**config.mk**
```make
export PLATFORM = sky130hd
export DESIGN_NAME = ppd_decoder
export DESIGN_NICKNAME = d
export VERILOG_FILES = /design/src/core/ppd_pkg.sv /design/src/core/ppd_cond_if.sv /design/src/core/ppd_cond.sv /design/src/core/ppd_decoder.sv
export VERILOG_INCLUDE_DIRS = /design/src /design/src/core
export SDC_FILE = /design/constraint.sdc
export NUM_CORES = 1
export LEC_CHECK = 0
export BUFFER_PORTS_ARGS = -buffer_cell sky130_fd_sc_hd__buf_2
export CORE_MARGIN = 2
export CORE_UTILIZATION = 50
export DETAILED_ROUTE_END_ITERATION = 7
export PLACE_DENSITY = 0.85
export SYNTH_ARGS = -nofsm -noshare
export SYNTH_HDL_FRONTEND = slang
export SYNTH_SLANG_ARGS = --single-unit
```
**constraint.sdc**
```tcl
create_clock -name ref_clk_i -period 5.69 [get_ports ref_clk_i]
set_clock_uncertainty 0.2 [all_clocks]
set_input_delay 1.138 -clock ref_clk_i [delete_from_list [all_inputs] [get_ports ref_clk_i]]
set_output_delay 1.138 -clock ref_clk_i [all_outputs]
set_load 0.1 [all_outputs]
```
**src/core/ppd_regs.svh**
```systemverilog
// constant definitions for the parallel port control word decoder
`ifndef PPD_REGS_SVH
`define PPD_REGS_SVH

// control byte classification patterns
`define PPD_VEC_TAG_BIT 0
`define PPD_VEC_TAG_VAL 1'h0
`define PPD_MODE_PAT 4'hF
`define PPD_ICW_PAT 4'h7
`define PPD_ENA_PAT 4'h3

// field positions inside control bytes
`define PPD_MODE_HI 7
`define PPD_MODE_LO 6
`define PPD_ICW_EN_BIT 7
`define PPD_ICW_AND_BIT 6
`define PPD_ICW_HIGH_BIT 5
`define PPD_ICW_MASKF_BIT 4

// reset values
`define PPD_VEC_RST 7'h00
`define PPD_MODE_RST 2'h1
`define PPD_DIR_RST 8'hFF
`define PPD_MASK_RST 8'hFF
`define PPD_OUT_RST 8'h00

`endif

```
**src/core/ppd_pkg.sv**
```systemverilog
// types shared by the control word decoder modules
package ppd_pkg;

   // operating modes, encoded as the two mode bits
   typedef enum logic [1:0] {
      PPD_MODE_OUTPUT = 2'h0,
      PPD_MODE_INPUT = 2'h1,
      PPD_MODE_BIDIR = 2'h2,
      PPD_MODE_BITCTL = 2'h3
   } ppd_mode_type;

   // what the next control-address byte is taken as
   typedef enum logic [2:0] {
      PPD_EXP_CMD = 3'h1,
      PPD_EXP_DIR = 3'h2,
      PPD_EXP_MASK = 3'h4
   } ppd_expect_type;

endpackage

```
**src/core/ppd_cond_if.sv**
```systemverilog
// carrier between decoder and bit-control condition evaluator
`timescale 1ns/10ps
interface ppd_cond_if;
   logic [7:0] direction;
   logic [7:0] monitor_exclude_bit;
   logic [7:0] out_data;
   logic [7:0] in_data;
   logic and_mode;
   logic active_high;
   logic bit_mode;
   logic cond_rise;

   modport ctrl (
      output direction, monitor_exclude_bit, out_data, in_data,
      output and_mode, active_high, bit_mode,
      input cond_rise
   );
   modport eval (
      input direction, monitor_exclude_bit, out_data, in_data,
      input and_mode, active_high, bit_mode,
      output cond_rise
   );
endinterface

```
**src/core/ppd_cond.sv**
```systemverilog
// bit-control mode logical condition evaluator with edge detect
`timescale 1ns/10ps
module ppd_cond (
   input wire logic ref_clk_i,
   input wire logic arst_n_i,
   ppd_cond_if.eval cif
);

   logic [7:0] line_val;
   logic [7:0] line_act;
   logic cond_now;
   logic cond_reg;
   logic cond_next;
   logic rise_reg;
   logic rise_next;

   // per-line value: output register for outputs, pins for inputs
   always_comb begin
      line_val = (cif.direction & cif.in_data) | (~cif.direction & cif.out_data); // RULE10
      line_act = cif.active_high ? line_val : ~line_val;
   end

   // combine monitored lines, zero mask bit means monitored
   always_comb begin
      if (&cif.monitor_exclude_bit) begin
         cond_now = 1'b0;
      end else if (cif.and_mode) begin
         cond_now = &(line_act | cif.monitor_exclude_bit); // RULE6
      end else begin
         cond_now = |(line_act & ~cif.monitor_exclude_bit); // RULE6
      end
      cond_next = cif.bit_mode & cond_now;
      rise_next = cond_next & ~cond_reg; // RULE14
   end

   // condition history and false-to-true pulse
   always_ff @(posedge ref_clk_i or negedge arst_n_i) begin
      if (!arst_n_i) begin
         cond_reg <= 1'b0;
         rise_reg <= 1'b0;
      end else begin
         cond_reg <= cond_next;
         rise_reg <= rise_next;
      end
   end

   assign cif.cond_rise = rise_reg;

endmodule // ppd_cond

```
**src/core/ppd_decoder.sv**
```systemverilog
// per-port control word interpreter of an 8-bit parallel port
//
// Contract
// RULE1 - even control byte loads vector bits seven-one
// RULE2 - low nibble ones selects mode from top bits
// RULE3 - after bit-control mode, next byte sets directions
// RULE4 - low nibble 0111 sets interrupt control fields
// RULE5 - mask-follows flag makes next byte the mask
// RULE6 - zero mask bit monitors line, one excludes
// RULE7 - low nibble 0011 changes only interrupt enable
// RULE8 - enable at next cycle-one rise, not acknowledge
// RULE9 - with mask, enable at cycle-one rise after mask
// RULE10 - condition uses output register for output lines
// RULE11 - priority output frozen while cycle-one active
// RULE12 - at most four devices per plain chain
// RULE13 - host picks port and control/data with selects
// RULE14 - request only on condition false-to-true change
// RULE15 - bit-control read mixes output and input registers
// RULE16 - expected direction/mask byte beats command decode
// RULE17 - unmatched control bytes change nothing
`timescale 1ns/10ps
`include "ppd_regs.svh"
module ppd_decoder (
   input wire logic ref_clk_i,
   input wire logic arst_n_i,
   input wire logic ctrl_wr_i,
   input wire logic data_wr_i,
   input wire logic [7:0] wr_data_i,
   input wire logic [7:0] port_pins_i,
   input wire logic machine_cycle_one_n_i,
   input wire logic io_request_n_i,
   input wire logic priority_enable_in_i,
   input wire logic service_done_i,
   output logic [7:0] rd_data_o,
   output logic [7:0] port_out_o,
   output logic [7:0] port_oe_o,
   output logic [7:0] vector_o,
   output logic [1:0] mode_o,
   output logic [7:0] direction_o,
   output logic [7:0] mask_o,
   output logic int_enable_o,
   output logic int_req_o,
   output logic priority_enable_out_o
);

   ////////////////////////////////////////////////////////////////////////////
   // pin synchronisers

   logic [10:0] meta_reg;
   logic [10:0] sync_reg;
   logic m1_prev_reg;
   logic [7:0] pins_s;
   logic m1_n_s;
   logic io_request_n_n_s;
   logic iei_s;
   logic m1_rise;
   logic ack_now;

   // two flops for every pin input
   always_ff @(posedge ref_clk_i or negedge arst_n_i) begin
      if (!arst_n_i) begin
         meta_reg <= 11'h7FF;
         sync_reg <= 11'h7FF;
         m1_prev_reg <= 1'b1;
      end else begin
         meta_reg <= {priority_enable_in_i, io_request_n_i, machine_cycle_one_n_i, port_pins_i};
         sync_reg <= meta_reg;
         m1_prev_reg <= sync_reg[8];
      end
   end

   // decoded bus cycle events
   always_comb begin
      pins_s = sync_reg[7:0];
      m1_n_s = sync_reg[8];
      io_request_n_n_s = sync_reg[9];
      iei_s = sync_reg[10];
      m1_rise = m1_n_s & ~m1_prev_reg;
      ack_now = ~m1_n_s & ~io_request_n_n_s;
   end

   ////////////////////////////////////////////////////////////////////////////
   // control word decode

   ppd_pkg::ppd_expect_type exp_reg;
   ppd_pkg::ppd_expect_type exp_next;
   ppd_pkg::ppd_mode_type mode_reg;
   ppd_pkg::ppd_mode_type mode_next;
   logic [6:0] vec_reg;
   logic [6:0] vec_next;
   logic [7:0] dir_reg;
   logic [7:0] dir_next;
   logic [7:0] mask_reg;
   logic [7:0] mask_next;
   logic [7:0] out_reg;
   logic [7:0] out_next;
   logic and_reg;
   logic and_next;
   logic high_reg;
   logic high_next;
   logic en_reg;
   logic en_next;
   logic arm_reg;
   logic arm_next;
   logic arm_excl_reg;
   logic arm_excl_next;
   logic mask_arm_reg;
   logic mask_arm_next;
   logic ack_cyc_reg;
   logic ack_cyc_next;

   // next-state for decoder, configuration and enable arming
   always_comb begin
      exp_next = exp_reg;
      mode_next = mode_reg;
      vec_next = vec_reg;
      dir_next = dir_reg;
      mask_next = mask_reg;
      out_next = data_wr_i ? wr_data_i : out_reg;
      and_next = and_reg;
      high_next = high_reg;
      en_next = en_reg;
      arm_next = arm_reg;
      arm_excl_next = arm_excl_reg;
      mask_arm_next = mask_arm_reg;
      ack_cyc_next = m1_n_s ? 1'b0 : (ack_cyc_reg | ack_now);
      // armed enable takes effect at cycle-one rise
      if (m1_rise && arm_reg) begin
         if (!(arm_excl_reg && ack_cyc_reg)) begin // RULE8
            en_next = 1'b1; // RULE9
            arm_next = 1'b0;
         end
      end
      if (ctrl_wr_i) begin
         unique case (exp_reg)
            ppd_pkg::PPD_EXP_DIR: begin
               dir_next = wr_data_i; // RULE3 RULE16
               exp_next = ppd_pkg::PPD_EXP_CMD;
            end
            ppd_pkg::PPD_EXP_MASK: begin
               mask_next = wr_data_i; // RULE5 RULE16
               exp_next = ppd_pkg::PPD_EXP_CMD;
               arm_next = mask_arm_reg; // RULE9
               arm_excl_next = 1'b0;
               mask_arm_next = 1'b0;
            end
            ppd_pkg::PPD_EXP_CMD: begin
               if (wr_data_i[`PPD_VEC_TAG_BIT] == `PPD_VEC_TAG_VAL) begin
                  vec_next = wr_data_i[7:1]; // RULE1
               end else if (wr_data_i[3:0] == `PPD_MODE_PAT) begin
                  mode_next = ppd_pkg::ppd_mode_type'(wr_data_i[`PPD_MODE_HI:`PPD_MODE_LO]); // RULE2
                  if (mode_next == ppd_pkg::PPD_MODE_BITCTL) begin
                     exp_next = ppd_pkg::PPD_EXP_DIR; // RULE3
                  end
               end else if (wr_data_i[3:0] == `PPD_ICW_PAT) begin
                  and_next = wr_data_i[`PPD_ICW_AND_BIT]; // RULE4
                  high_next = wr_data_i[`PPD_ICW_HIGH_BIT]; // RULE4
                  en_next = 1'b0;
                  arm_next = 1'b0;
                  if (wr_data_i[`PPD_ICW_MASKF_BIT]) begin
                     exp_next = ppd_pkg::PPD_EXP_MASK; // RULE5
                     mask_arm_next = wr_data_i[`PPD_ICW_EN_BIT];
                  end else begin
                     arm_next = wr_data_i[`PPD_ICW_EN_BIT]; // RULE8
                     arm_excl_next = 1'b1;
                  end
               end else if (wr_data_i[3:0] == `PPD_ENA_PAT) begin
                  en_next = wr_data_i[`PPD_ICW_EN_BIT]; // RULE7
                  arm_next = 1'b0;
               end
               // any other byte leaves everything as it was RULE17
            end
         endcase
      end
   end

   // decoder and configuration registers
   always_ff @(posedge ref_clk_i or negedge arst_n_i) begin
      if (!arst_n_i) begin
         exp_reg <= ppd_pkg::PPD_EXP_CMD;
         mode_reg <= ppd_pkg::ppd_mode_type'(`PPD_MODE_RST);
         vec_reg <= `PPD_VEC_RST;
         dir_reg <= `PPD_DIR_RST;
         mask_reg <= `PPD_MASK_RST;
         out_reg <= `PPD_OUT_RST;
         and_reg <= 1'b0;
         high_reg <= 1'b0;
         en_reg <= 1'b0;
         arm_reg <= 1'b0;
         arm_excl_reg <= 1'b0;
         mask_arm_reg <= 1'b0;
         ack_cyc_reg <= 1'b0;
      end else begin
         exp_reg <= exp_next;
         mode_reg <= mode_next;
         vec_reg <= vec_next;
         dir_reg <= dir_next;
         mask_reg <= mask_next;
         out_reg <= out_next;
         and_reg <= and_next;
         high_reg <= high_next;
         en_reg <= en_next;
         arm_reg <= arm_next;
         arm_excl_reg <= arm_excl_next;
         mask_arm_reg <= mask_arm_next;
         ack_cyc_reg <= ack_cyc_next;
      end
   end

   ////////////////////////////////////////////////////////////////////////////
   // bit-control condition evaluator

   ppd_cond_if cif ();

   // feed current configuration to the evaluator
   always_comb begin
      cif.direction = dir_reg;
      cif.monitor_exclude_bit = mask_reg;
      cif.out_data = out_reg;
      cif.in_data = pins_s;
      cif.and_mode = and_reg;
      cif.active_high = high_reg;
      cif.bit_mode = (mode_reg == ppd_pkg::PPD_MODE_BITCTL);
   end

   ppd_cond u_cond (
      .ref_clk_i(ref_clk_i),
      .arst_n_i(arst_n_i),
      .cif(cif.eval)
   );

   ////////////////////////////////////////////////////////////////////////////
   // interrupt request and priority chain

   logic pend_reg;
   logic pend_next;
   logic req_reg;
   logic req_next;
   logic svc_reg;
   logic svc_next;
   logic ieo_reg;
   logic ieo_next;
   logic take;

   // requests held off while cycle-one is active
   always_comb begin
      take = pend_reg & m1_n_s & ~req_reg; // RULE11
      pend_next = (pend_reg & ~take) | (cif.cond_rise & en_reg); // RULE14
      req_next = req_reg | take;
      svc_next = svc_reg;
      // clear before set, so an acknowledge in the same cycle wins
      if (service_done_i && iei_s) begin
         svc_next = 1'b0;
      end
      if (ack_now && iei_s && req_reg) begin
         req_next = 1'b0;
         svc_next = 1'b1;
      end
      if (m1_n_s) begin
         ieo_next = iei_s & ~req_next & ~svc_next; // RULE11
      end else begin
         ieo_next = ieo_reg; // RULE11
      end
   end

   // request state and chain output
   always_ff @(posedge ref_clk_i or negedge arst_n_i) begin
      if (!arst_n_i) begin
         pend_reg <= 1'b0;
         req_reg <= 1'b0;
         svc_reg <= 1'b0;
         ieo_reg <= 1'b0;
      end else begin
         pend_reg <= pend_next;
         req_reg <= req_next;
         svc_reg <= svc_next;
         ieo_reg <= ieo_next;
      end
   end

   ////////////////////////////////////////////////////////////////////////////
   // read data and pin drive

   logic [7:0] rd_reg;
   logic [7:0] rd_next;
   logic [7:0] oe_reg;
   logic [7:0] oe_next;

   // read mux and output enables per mode
   always_comb begin
      unique case (mode_reg)
         ppd_pkg::PPD_MODE_OUTPUT: begin
            rd_next = out_reg;
            oe_next = 8'hFF;
         end
         ppd_pkg::PPD_MODE_BITCTL: begin
            rd_next = (dir_reg & pins_s) | (~dir_reg & out_reg); // RULE15
            oe_next = ~dir_reg; // RULE3
         end
         default: begin
            rd_next = pins_s;
            oe_next = 8'h00;
         end
      endcase
   end

   // registered read data and enables
   always_ff @(posedge ref_clk_i or negedge arst_n_i) begin
      if (!arst_n_i) begin
         rd_reg <= 8'h00;
         oe_reg <= 8'h00;
      end else begin
         rd_reg <= rd_next;
         oe_reg <= oe_next;
      end
   end

   // outputs straight from flops
   assign rd_data_o = rd_reg;
   assign port_out_o = out_reg;
   assign port_oe_o = oe_reg;
   assign vector_o = {vec_reg, 1'b0};
   assign mode_o = mode_reg;
   assign direction_o = dir_reg;
   assign mask_o = mask_reg;
   assign int_enable_o = en_reg;
   assign int_req_o = req_reg;
   assign priority_enable_out_o = ieo_reg;

endmodule // ppd_decoder

```
==> metrics.cfg, run 1 <==
[drt]
wire_per_inst_um=16.7
first_iter_violations=258
ant_nets=0
drc=0
top_layer=met4
viasPerCell=5.50
dr_wl_met3_um=498
wl_met1_um=3470
vias=2743
dr.pass1.iters=6
routed-wl-met2_um=4080
wl_um=8340

[sta]
maxSlewHeadroom_pct=39.8
fin_crit_sh_pct=48.2
setup_violations=0
period_needed_ns=2.74
rsz0062_at_grt=no
drv_slew=0
worstMarginPinSlew_ns=0.903
clock.fmax_mhz=364
hold_viol=0
setup_tns_ns=0

[power]
clockPowerShare_pct=17.8
switching_share_pct=52.0
comb_power_share_pct=49.2
p_switching_mw=1.39
p_int_mw=1.28
seq_power_share_pct=33.1
peakVddDrop_mv=0.412
p_per_area_nw_per_um2=610
power.leakage_nw=2.03

[place]
place_congestion=0.828
portBuffers=75
hpwl_um=5770

[floorplan]
dieWidth_um=89.9
start_util_pct=51.1
rows=31
die_h_um=89.9
dieArea_um2=8080
io_pins=77
core-area_um2=7210

[synth]
yosys-top-cells-area=dfrtp_1, dfstp_2, mux2_2
syn_area_per_cell_um2=11.5
ys_ff_latch=88
synthesis.area_um2=3690
async_reset_ff_share_pct=100
synth_edf_count=0
yosysWarnings=0
synth.distinct_cells=41
netlist_instances=320
syn_nets=346
yosysSeqAreaShare_pct=61.1
netlist.area_leader.share_pct=31.9
ys.flop_type=dfrtp_1
synth.most_common_cell=dfrtp_1
synthTopCellsByCount=dfrtp_1, dfstp_2, nand2_1
yosys.area.top_type=dfrtp_1

[critical_path]
critical_path.slowest_cell=dfstp_2
cp_slowest_stage_delay_ns=0.60
cp.required_ns=4.35
path_delay_family=flip-flops
cp-end-kind=output port
cp-start-kind=flop
crit_buf_inv=1
crit_arrival_ns=1.41
setup.worst_path.class=reg -> out
critical_path.max_fanout=6
cp_cell_sequence=buf_2

[global_route]
antenna_found_initial=0
grt_pass1_wl_um=13900
grt_pass1_vias=2766
gr-usage-all-layers_pct=22.0
grt_max_degree=76
grt_overflow_total=0

[clock_tree]
cts_resized=0
cts_sinks=88
cts_hold_buf=0
worst_skew_pair.late_latency_ns=0.37
cts_made_buffers=9
cts_tree=built
h-tree-depth=3
cts_setup_buffers=0
clk_transition_reported_paths_ns=0.08
cts_buffer_depth=2
root_buffer=clkbuf_8

[finish]
final_util_pct=60.7
drive_gt1_share_pct=39.8
areaGrowthSynthToFinish_pct=18.7
multiInputGateArea_um2=1290
diodes=0
regArea_um2=2250
nNetsFinal=421
fill_cells=626

[run_status]
status=finished, final reports clean

[min_path]
hp-class=reg -> reg

[run]
drv_cap=0

-- layer usage --
metal	global-route usage, %	up-vias
li1	-	1264
met1	28.5	1349
met2	34.9	107
met3	4.27	23
met4	12.9	0
met5	0	-
-- worst reg2reg max path: stages, from the launching register on --
cell	delay, ns
dfstp_2	0.55
inv_1	0.06
ha_1	0.77
nor2b_1	0.37
a222oi_1	0.41
inv_1	0.08
-- stage by stage --
| step | worst slack [ns] | cells | cell area, um^2 | power (mW) | hold slack (ns) |
|---|---|---|---|---|---|
| detailed placement | 2.58 | 483 | 4160 | 2.21 | 0.147 |
| global placement | 2.74 | 483 | 4160 | 2.18 | 0.146 |
| global route | 2.78 | 499 | 4380 | 2.78 | 0.155 |
| CTS | 2.93 | 499 | 4380 | 2.68 | 0.157 |
| floorplan | 3.01 | 320 | 3690 | 1.97 | 0.145 |
| finish | 2.95 | 499 | 4380 | 2.67 | 0.154 |
-- cell type report --
cell class / instances / share of cell area, %
Clock inverter: 7 / 2.17
Multi-Input combinational cell: 192 / 29.4
Inverter: 27 / 2.32
Timing Repair Buffer: 77 / 8.98
Sequential cell: 88 / 51.5
Clock buffer: 9 / 2.83
Tap cell: 99 / 2.83
-- cells in the final DEF (no fill, tap or decap), types with 2 or more instances in the layout --
cell type  count
buf_2         74
dfrtp_1       47
dfstp_2       41
nand2_1       40
inv_1         27
o21ai_0       27
mux2_2        21
nor2_1        16
a21oi_1       11
mux2i_1       10
nor2b_1        9
clkbuf_8       9
a222oi_1       8
a22o_1         5
xnor2_1        5
nand2b_1       4
nor3_1         4
nand3_1        3
buf_4          3
o2bb2ai_1      2
o22ai_1        2
nand4_1        2
and3_1         2
o32ai_1        2
ha_1           2
clkinv_2       2
bufinv_16      2
-- kinds of logic (layout without fill, tap and decap cells) --
family | after synthesis | in the layout | share of synthesized area, %
buffers and inverters | 40 | 120 | 4.21
AND/OR/NAND/NOR | 87 | 87 | 11.1
multiplexers | 31 | 31 | 9.13
other | 1 | 1 | 0.102
flip-flops | 88 | 88 | 61.1
AO/OA/AOI/OAI | 66 | 66 | 12.5
XOR/XNOR | 5 | 5 | 1.19
adder cells (fa/ha/maj) | 2 | 2 | 0.678
-- power groups by stage --
stage	Clock (mW)	Sequential (mW)	Combinational (mW)
after global placement	0	0.885	1.29
after detailed placement	0	0.893	1.31
final	0.474	0.882	1.31
after global routing	0.506	0.904	1.37
after floorplan	0	1.65	0.322
after CTS	0.482	0.883	1.32
-- path summary, 6_finish.rpt --
path / start / to / slack [ns] / cells after the start
setup / recovery: mask_o[3] / mask_o[3] / 2.95 / 1
hold / removal: meta_reg[8] / sync_reg[8] / 0.15 / 0
setup reg to reg: mode_o[0] / rd_data_o[2] / 3.12 / 5
hold reg to reg: meta_reg[8] / sync_reg[8] / 0.15 / 0
max in group asynchronous: arst_n_i / port_oe_o[7] / 3.76 / 2
min in group asynchronous: arst_n_i / vec_reg[4] / 0.40 / 1
(Power assumes the default switching activity.)
==> run 2, diff against run 1 <==
- ABC_AREA: default -> 1
- clock period: 5.69 -> 2.6 ns (I/O delays scaled with it)
==> run 2 against run 1 <==
Against the previous run:
- hold slack worse by 0.11 ns
- utilization is 0.81 points higher
- first-iteration DRC count is 46% higher
- routed wire length is 9.2% higher
- die area is 3.2% higher
- via count is 18% higher
- global-route usage is 0.55 points higher
- non-clock buffer count stayed put
- sequential share of layout area is 1.5 points lower
- synthesized cell count is 33% higher
- critical path depth stayed put
- largest cell class unchanged
- highest routed layer unchanged
==> metrics.cfg, run 2 <==
[critical_path]
cp-end-kind=output port
reg2reg_from=exp_reg[0]
startpoint=direction_o[4]
cp-start-kind=flop
crit_buf_inv=1  ; unchanged
cp_slowest_stage_delay_ns=0.60  ; about the same
cp_cell_sequence=buf_2
path_delay_family=flip-flops
crit_arrival_ns=1.42  ; about the same
setup.worst_path.class=reg -> out
critical_path.max_fanout=5  ; -1
cp.required_ns=1.88  ; -2.47 ns
critical_path.slowest_cell=dfstp_2

[synth]
synth_compound_area_share_pct=11.8  ; -0.70 points
ys.flop_type=dfrtp_1
synth.distinct_cells=33  ; -20%
synthesis.area_um2=3810  ; +3.4%
yosysWarnings=0  ; unchanged
synthAdderAreaFrac_pct=0.656  ; -0.022 points
synth.most_common_cell=nand2_1
yosys-top-cells-area=dfrtp_1, dfstp_2, nand2_1
async_reset_ff_share_pct=100  ; unchanged
syn_nets=450  ; +30%
netlist_instances=424  ; +33%
syn_area_per_cell_um2=8.99  ; -22%
ys_ff_latch=88  ; unchanged
synth-xor-area-share_pct=0  ; -1.2 points
yosysSeqAreaShare_pct=59.1  ; -2.0 points
synth_top_family_by_area=simple AND/OR/NAND/NOR gates
yosys.area_share.simple_pct=21.5  ; +10 points
synth_edf_count=0  ; unchanged
synthTopCellsByCount=nand2_1, inv_1, dfrtp_1
synthMuxAreaShare_pct=0  ; -9.1 points
netlist.area_leader.share_pct=30.9  ; -1.0 points
yosys.area.top_type=dfrtp_1

[clock_tree]
cts_buffer_depth=2  ; unchanged
worst_skew_pair.late_latency_ns=0.37  ; about the same
cts_tree=built
cts_made_buffers=9  ; unchanged
clk_transition_reported_paths_ns=0.09  ; about the same
cts_resized=0  ; unchanged
cts_sinks=88  ; unchanged
h-tree-depth=3  ; unchanged
root_buffer=clkbuf_8

[global_route]
grt_use_met2_pct=35.0  ; +0.088 points
grt_overflow_total=0  ; unchanged
antenna_found_initial=0  ; unchanged
grt_use_met3_pct=5.98  ; +1.7 points
grt_pass1_vias=2990  ; +8.1%
grt_pass1_wl_um=14500  ; +4.7%
grt_max_degree=50  ; -34%
busiest_layer=met2
grtUsageMet1_pct=30.6  ; +2.1 points
gr-usage-all-layers_pct=22.6  ; +0.55 points

[place]
hpwl_um=6560  ; +14%
placed_cells=588  ; +22%
place_congestion=0.916  ; +11%
portBuffers=75  ; unchanged

[finish]
layout_commonest_cell=nand2_1
nNetsFinal=527  ; +25%
final_cell_mix=nand2_1, buf_2, inv_1, dfrtp_1, dfstp_2
drive_gt1_share_pct=29.2  ; -11 points
areaGrowthSynthToFinish_pct=18.2
layoutNonFillerInstCount=605  ; +21%
diodes=0  ; unchanged

[floorplan]
io_pins=77  ; unchanged
core-area_um2=7330  ; +1.6%
rows=31  ; unchanged
die_h_um=91.3  ; +1.6%
dieWidth_um=91.3  ; +1.6%
start_util_pct=52.0  ; +0.88 points
dieArea_um2=8340  ; +3.2%

[sta]
maxSlewHeadroom_pct=53.3  ; +14 points
fin_crit_sh_pct=82.4
worstMarginPinSlew_ns=0.700  ; -0.203 ns
hold_viol=0  ; unchanged
rsz0062_at_grt=no
setup_tns_ns=0  ; unchanged
clock.fmax_mhz=467
period_needed_ns=2.14
setup_violations=0  ; unchanged
fin_hold_ws_ns=0.0416  ; -0.113 ns
drv_slew=0  ; unchanged

[run]
drv_cap=0  ; unchanged

[min_path]
hp-class=in -> reg
worstHoldStart=port_pins_i[7]

[drt]
wire_per_inst_um=15.0  ; -9.9%
ant_nets=0  ; unchanged
drc=0  ; unchanged
first_iter_violations=376  ; +46%
viasPerCell=5.34  ; -2.8%
wl_um=9100  ; +9.2%
dr.pass1.iters=5  ; -1
vias=3233  ; +18%

[run_status]
status=finished, final reports clean

-- run 2: changes by cell type after synthesis, moves of 5 or more --
cell      previous run  this run
xnor2_1              5         0
a22o_1               5         0
mux2_2              21         0
a21oi_1             11        21
o21ai_0             27        37
a222oi_1             8         0
clkbuf_1            11         6
nor2b_1              9         0
mux2i_1             10         0
inv_1               27        52
a22oi_1              0         8
nand2_1             40       116
nand3_1              3        38
-- run 2: metal layers --
metal	share of wire (%)	wire length, um
met3	8.0	724
met5	0	0
met2	47	4250
met4	2.0	180
met1	43	3950
-- run 2: repair_timing --
action | CTS | global route
endpoints found under the hold margin | 18 | 0
setup buffers | 0 | 0
hold buffers | 1 | 0
-- run 2: worst paths after layout --
| check | slack (ns) | cells past startpoint | end |
|---|---|---|---|
| max | 0.46 | 1 | direction_o[4] |
| min | 0.04 | 1 | meta_reg[7] |
| max reg2reg | 0.66 | 4 | vec_reg[1] |
| min reg2reg | 0.16 | 0 | sync_reg[2] |
| max in group asynchronous | 1.05 | 3 | meta_reg[8] |
| min in group asynchronous | 0.47 | 2 | port_out_o[7] |
-- run 2: final cells by class --
cell class | count | area [um^2]
clock buffers | 9 | 124
flip-flops and latches | 88 | 2250
repair buffers | 77 | 408
fillers | 585 | 2820
clock inverters | 7 | 95.1
inverters | 54 | 203
multi-input cells | 271 | 1300
well taps | 99 | 124
-- run 2: cells by family (layout without fill, tap and decap cells) --
family / after synthesis / after routing
and+or+nand+nor: 189 / 189
DFF: 88 / 88
AOI/OAI and AO/OA: 79 / 79
buffers and inverters: 65 / 147
adders and majority gates: 2 / 2
other: 1 / 1
-- run 2: metrics by stage --
stage                     util (%)  setup slack [ns]  area (um^2)
after floorplan                  -             0.417         3810
after global placement        58.4             0.777         4280
after detailed placement      58.4             0.684         4280
after CTS                     61.5             0.458         4510
after global routing          61.5             0.428         4510
final                         61.5             0.457         4510
Power of run 2 is not shown: default switching activity piles up to over one toggle a cycle in this logic, so the estimate is an artifact.
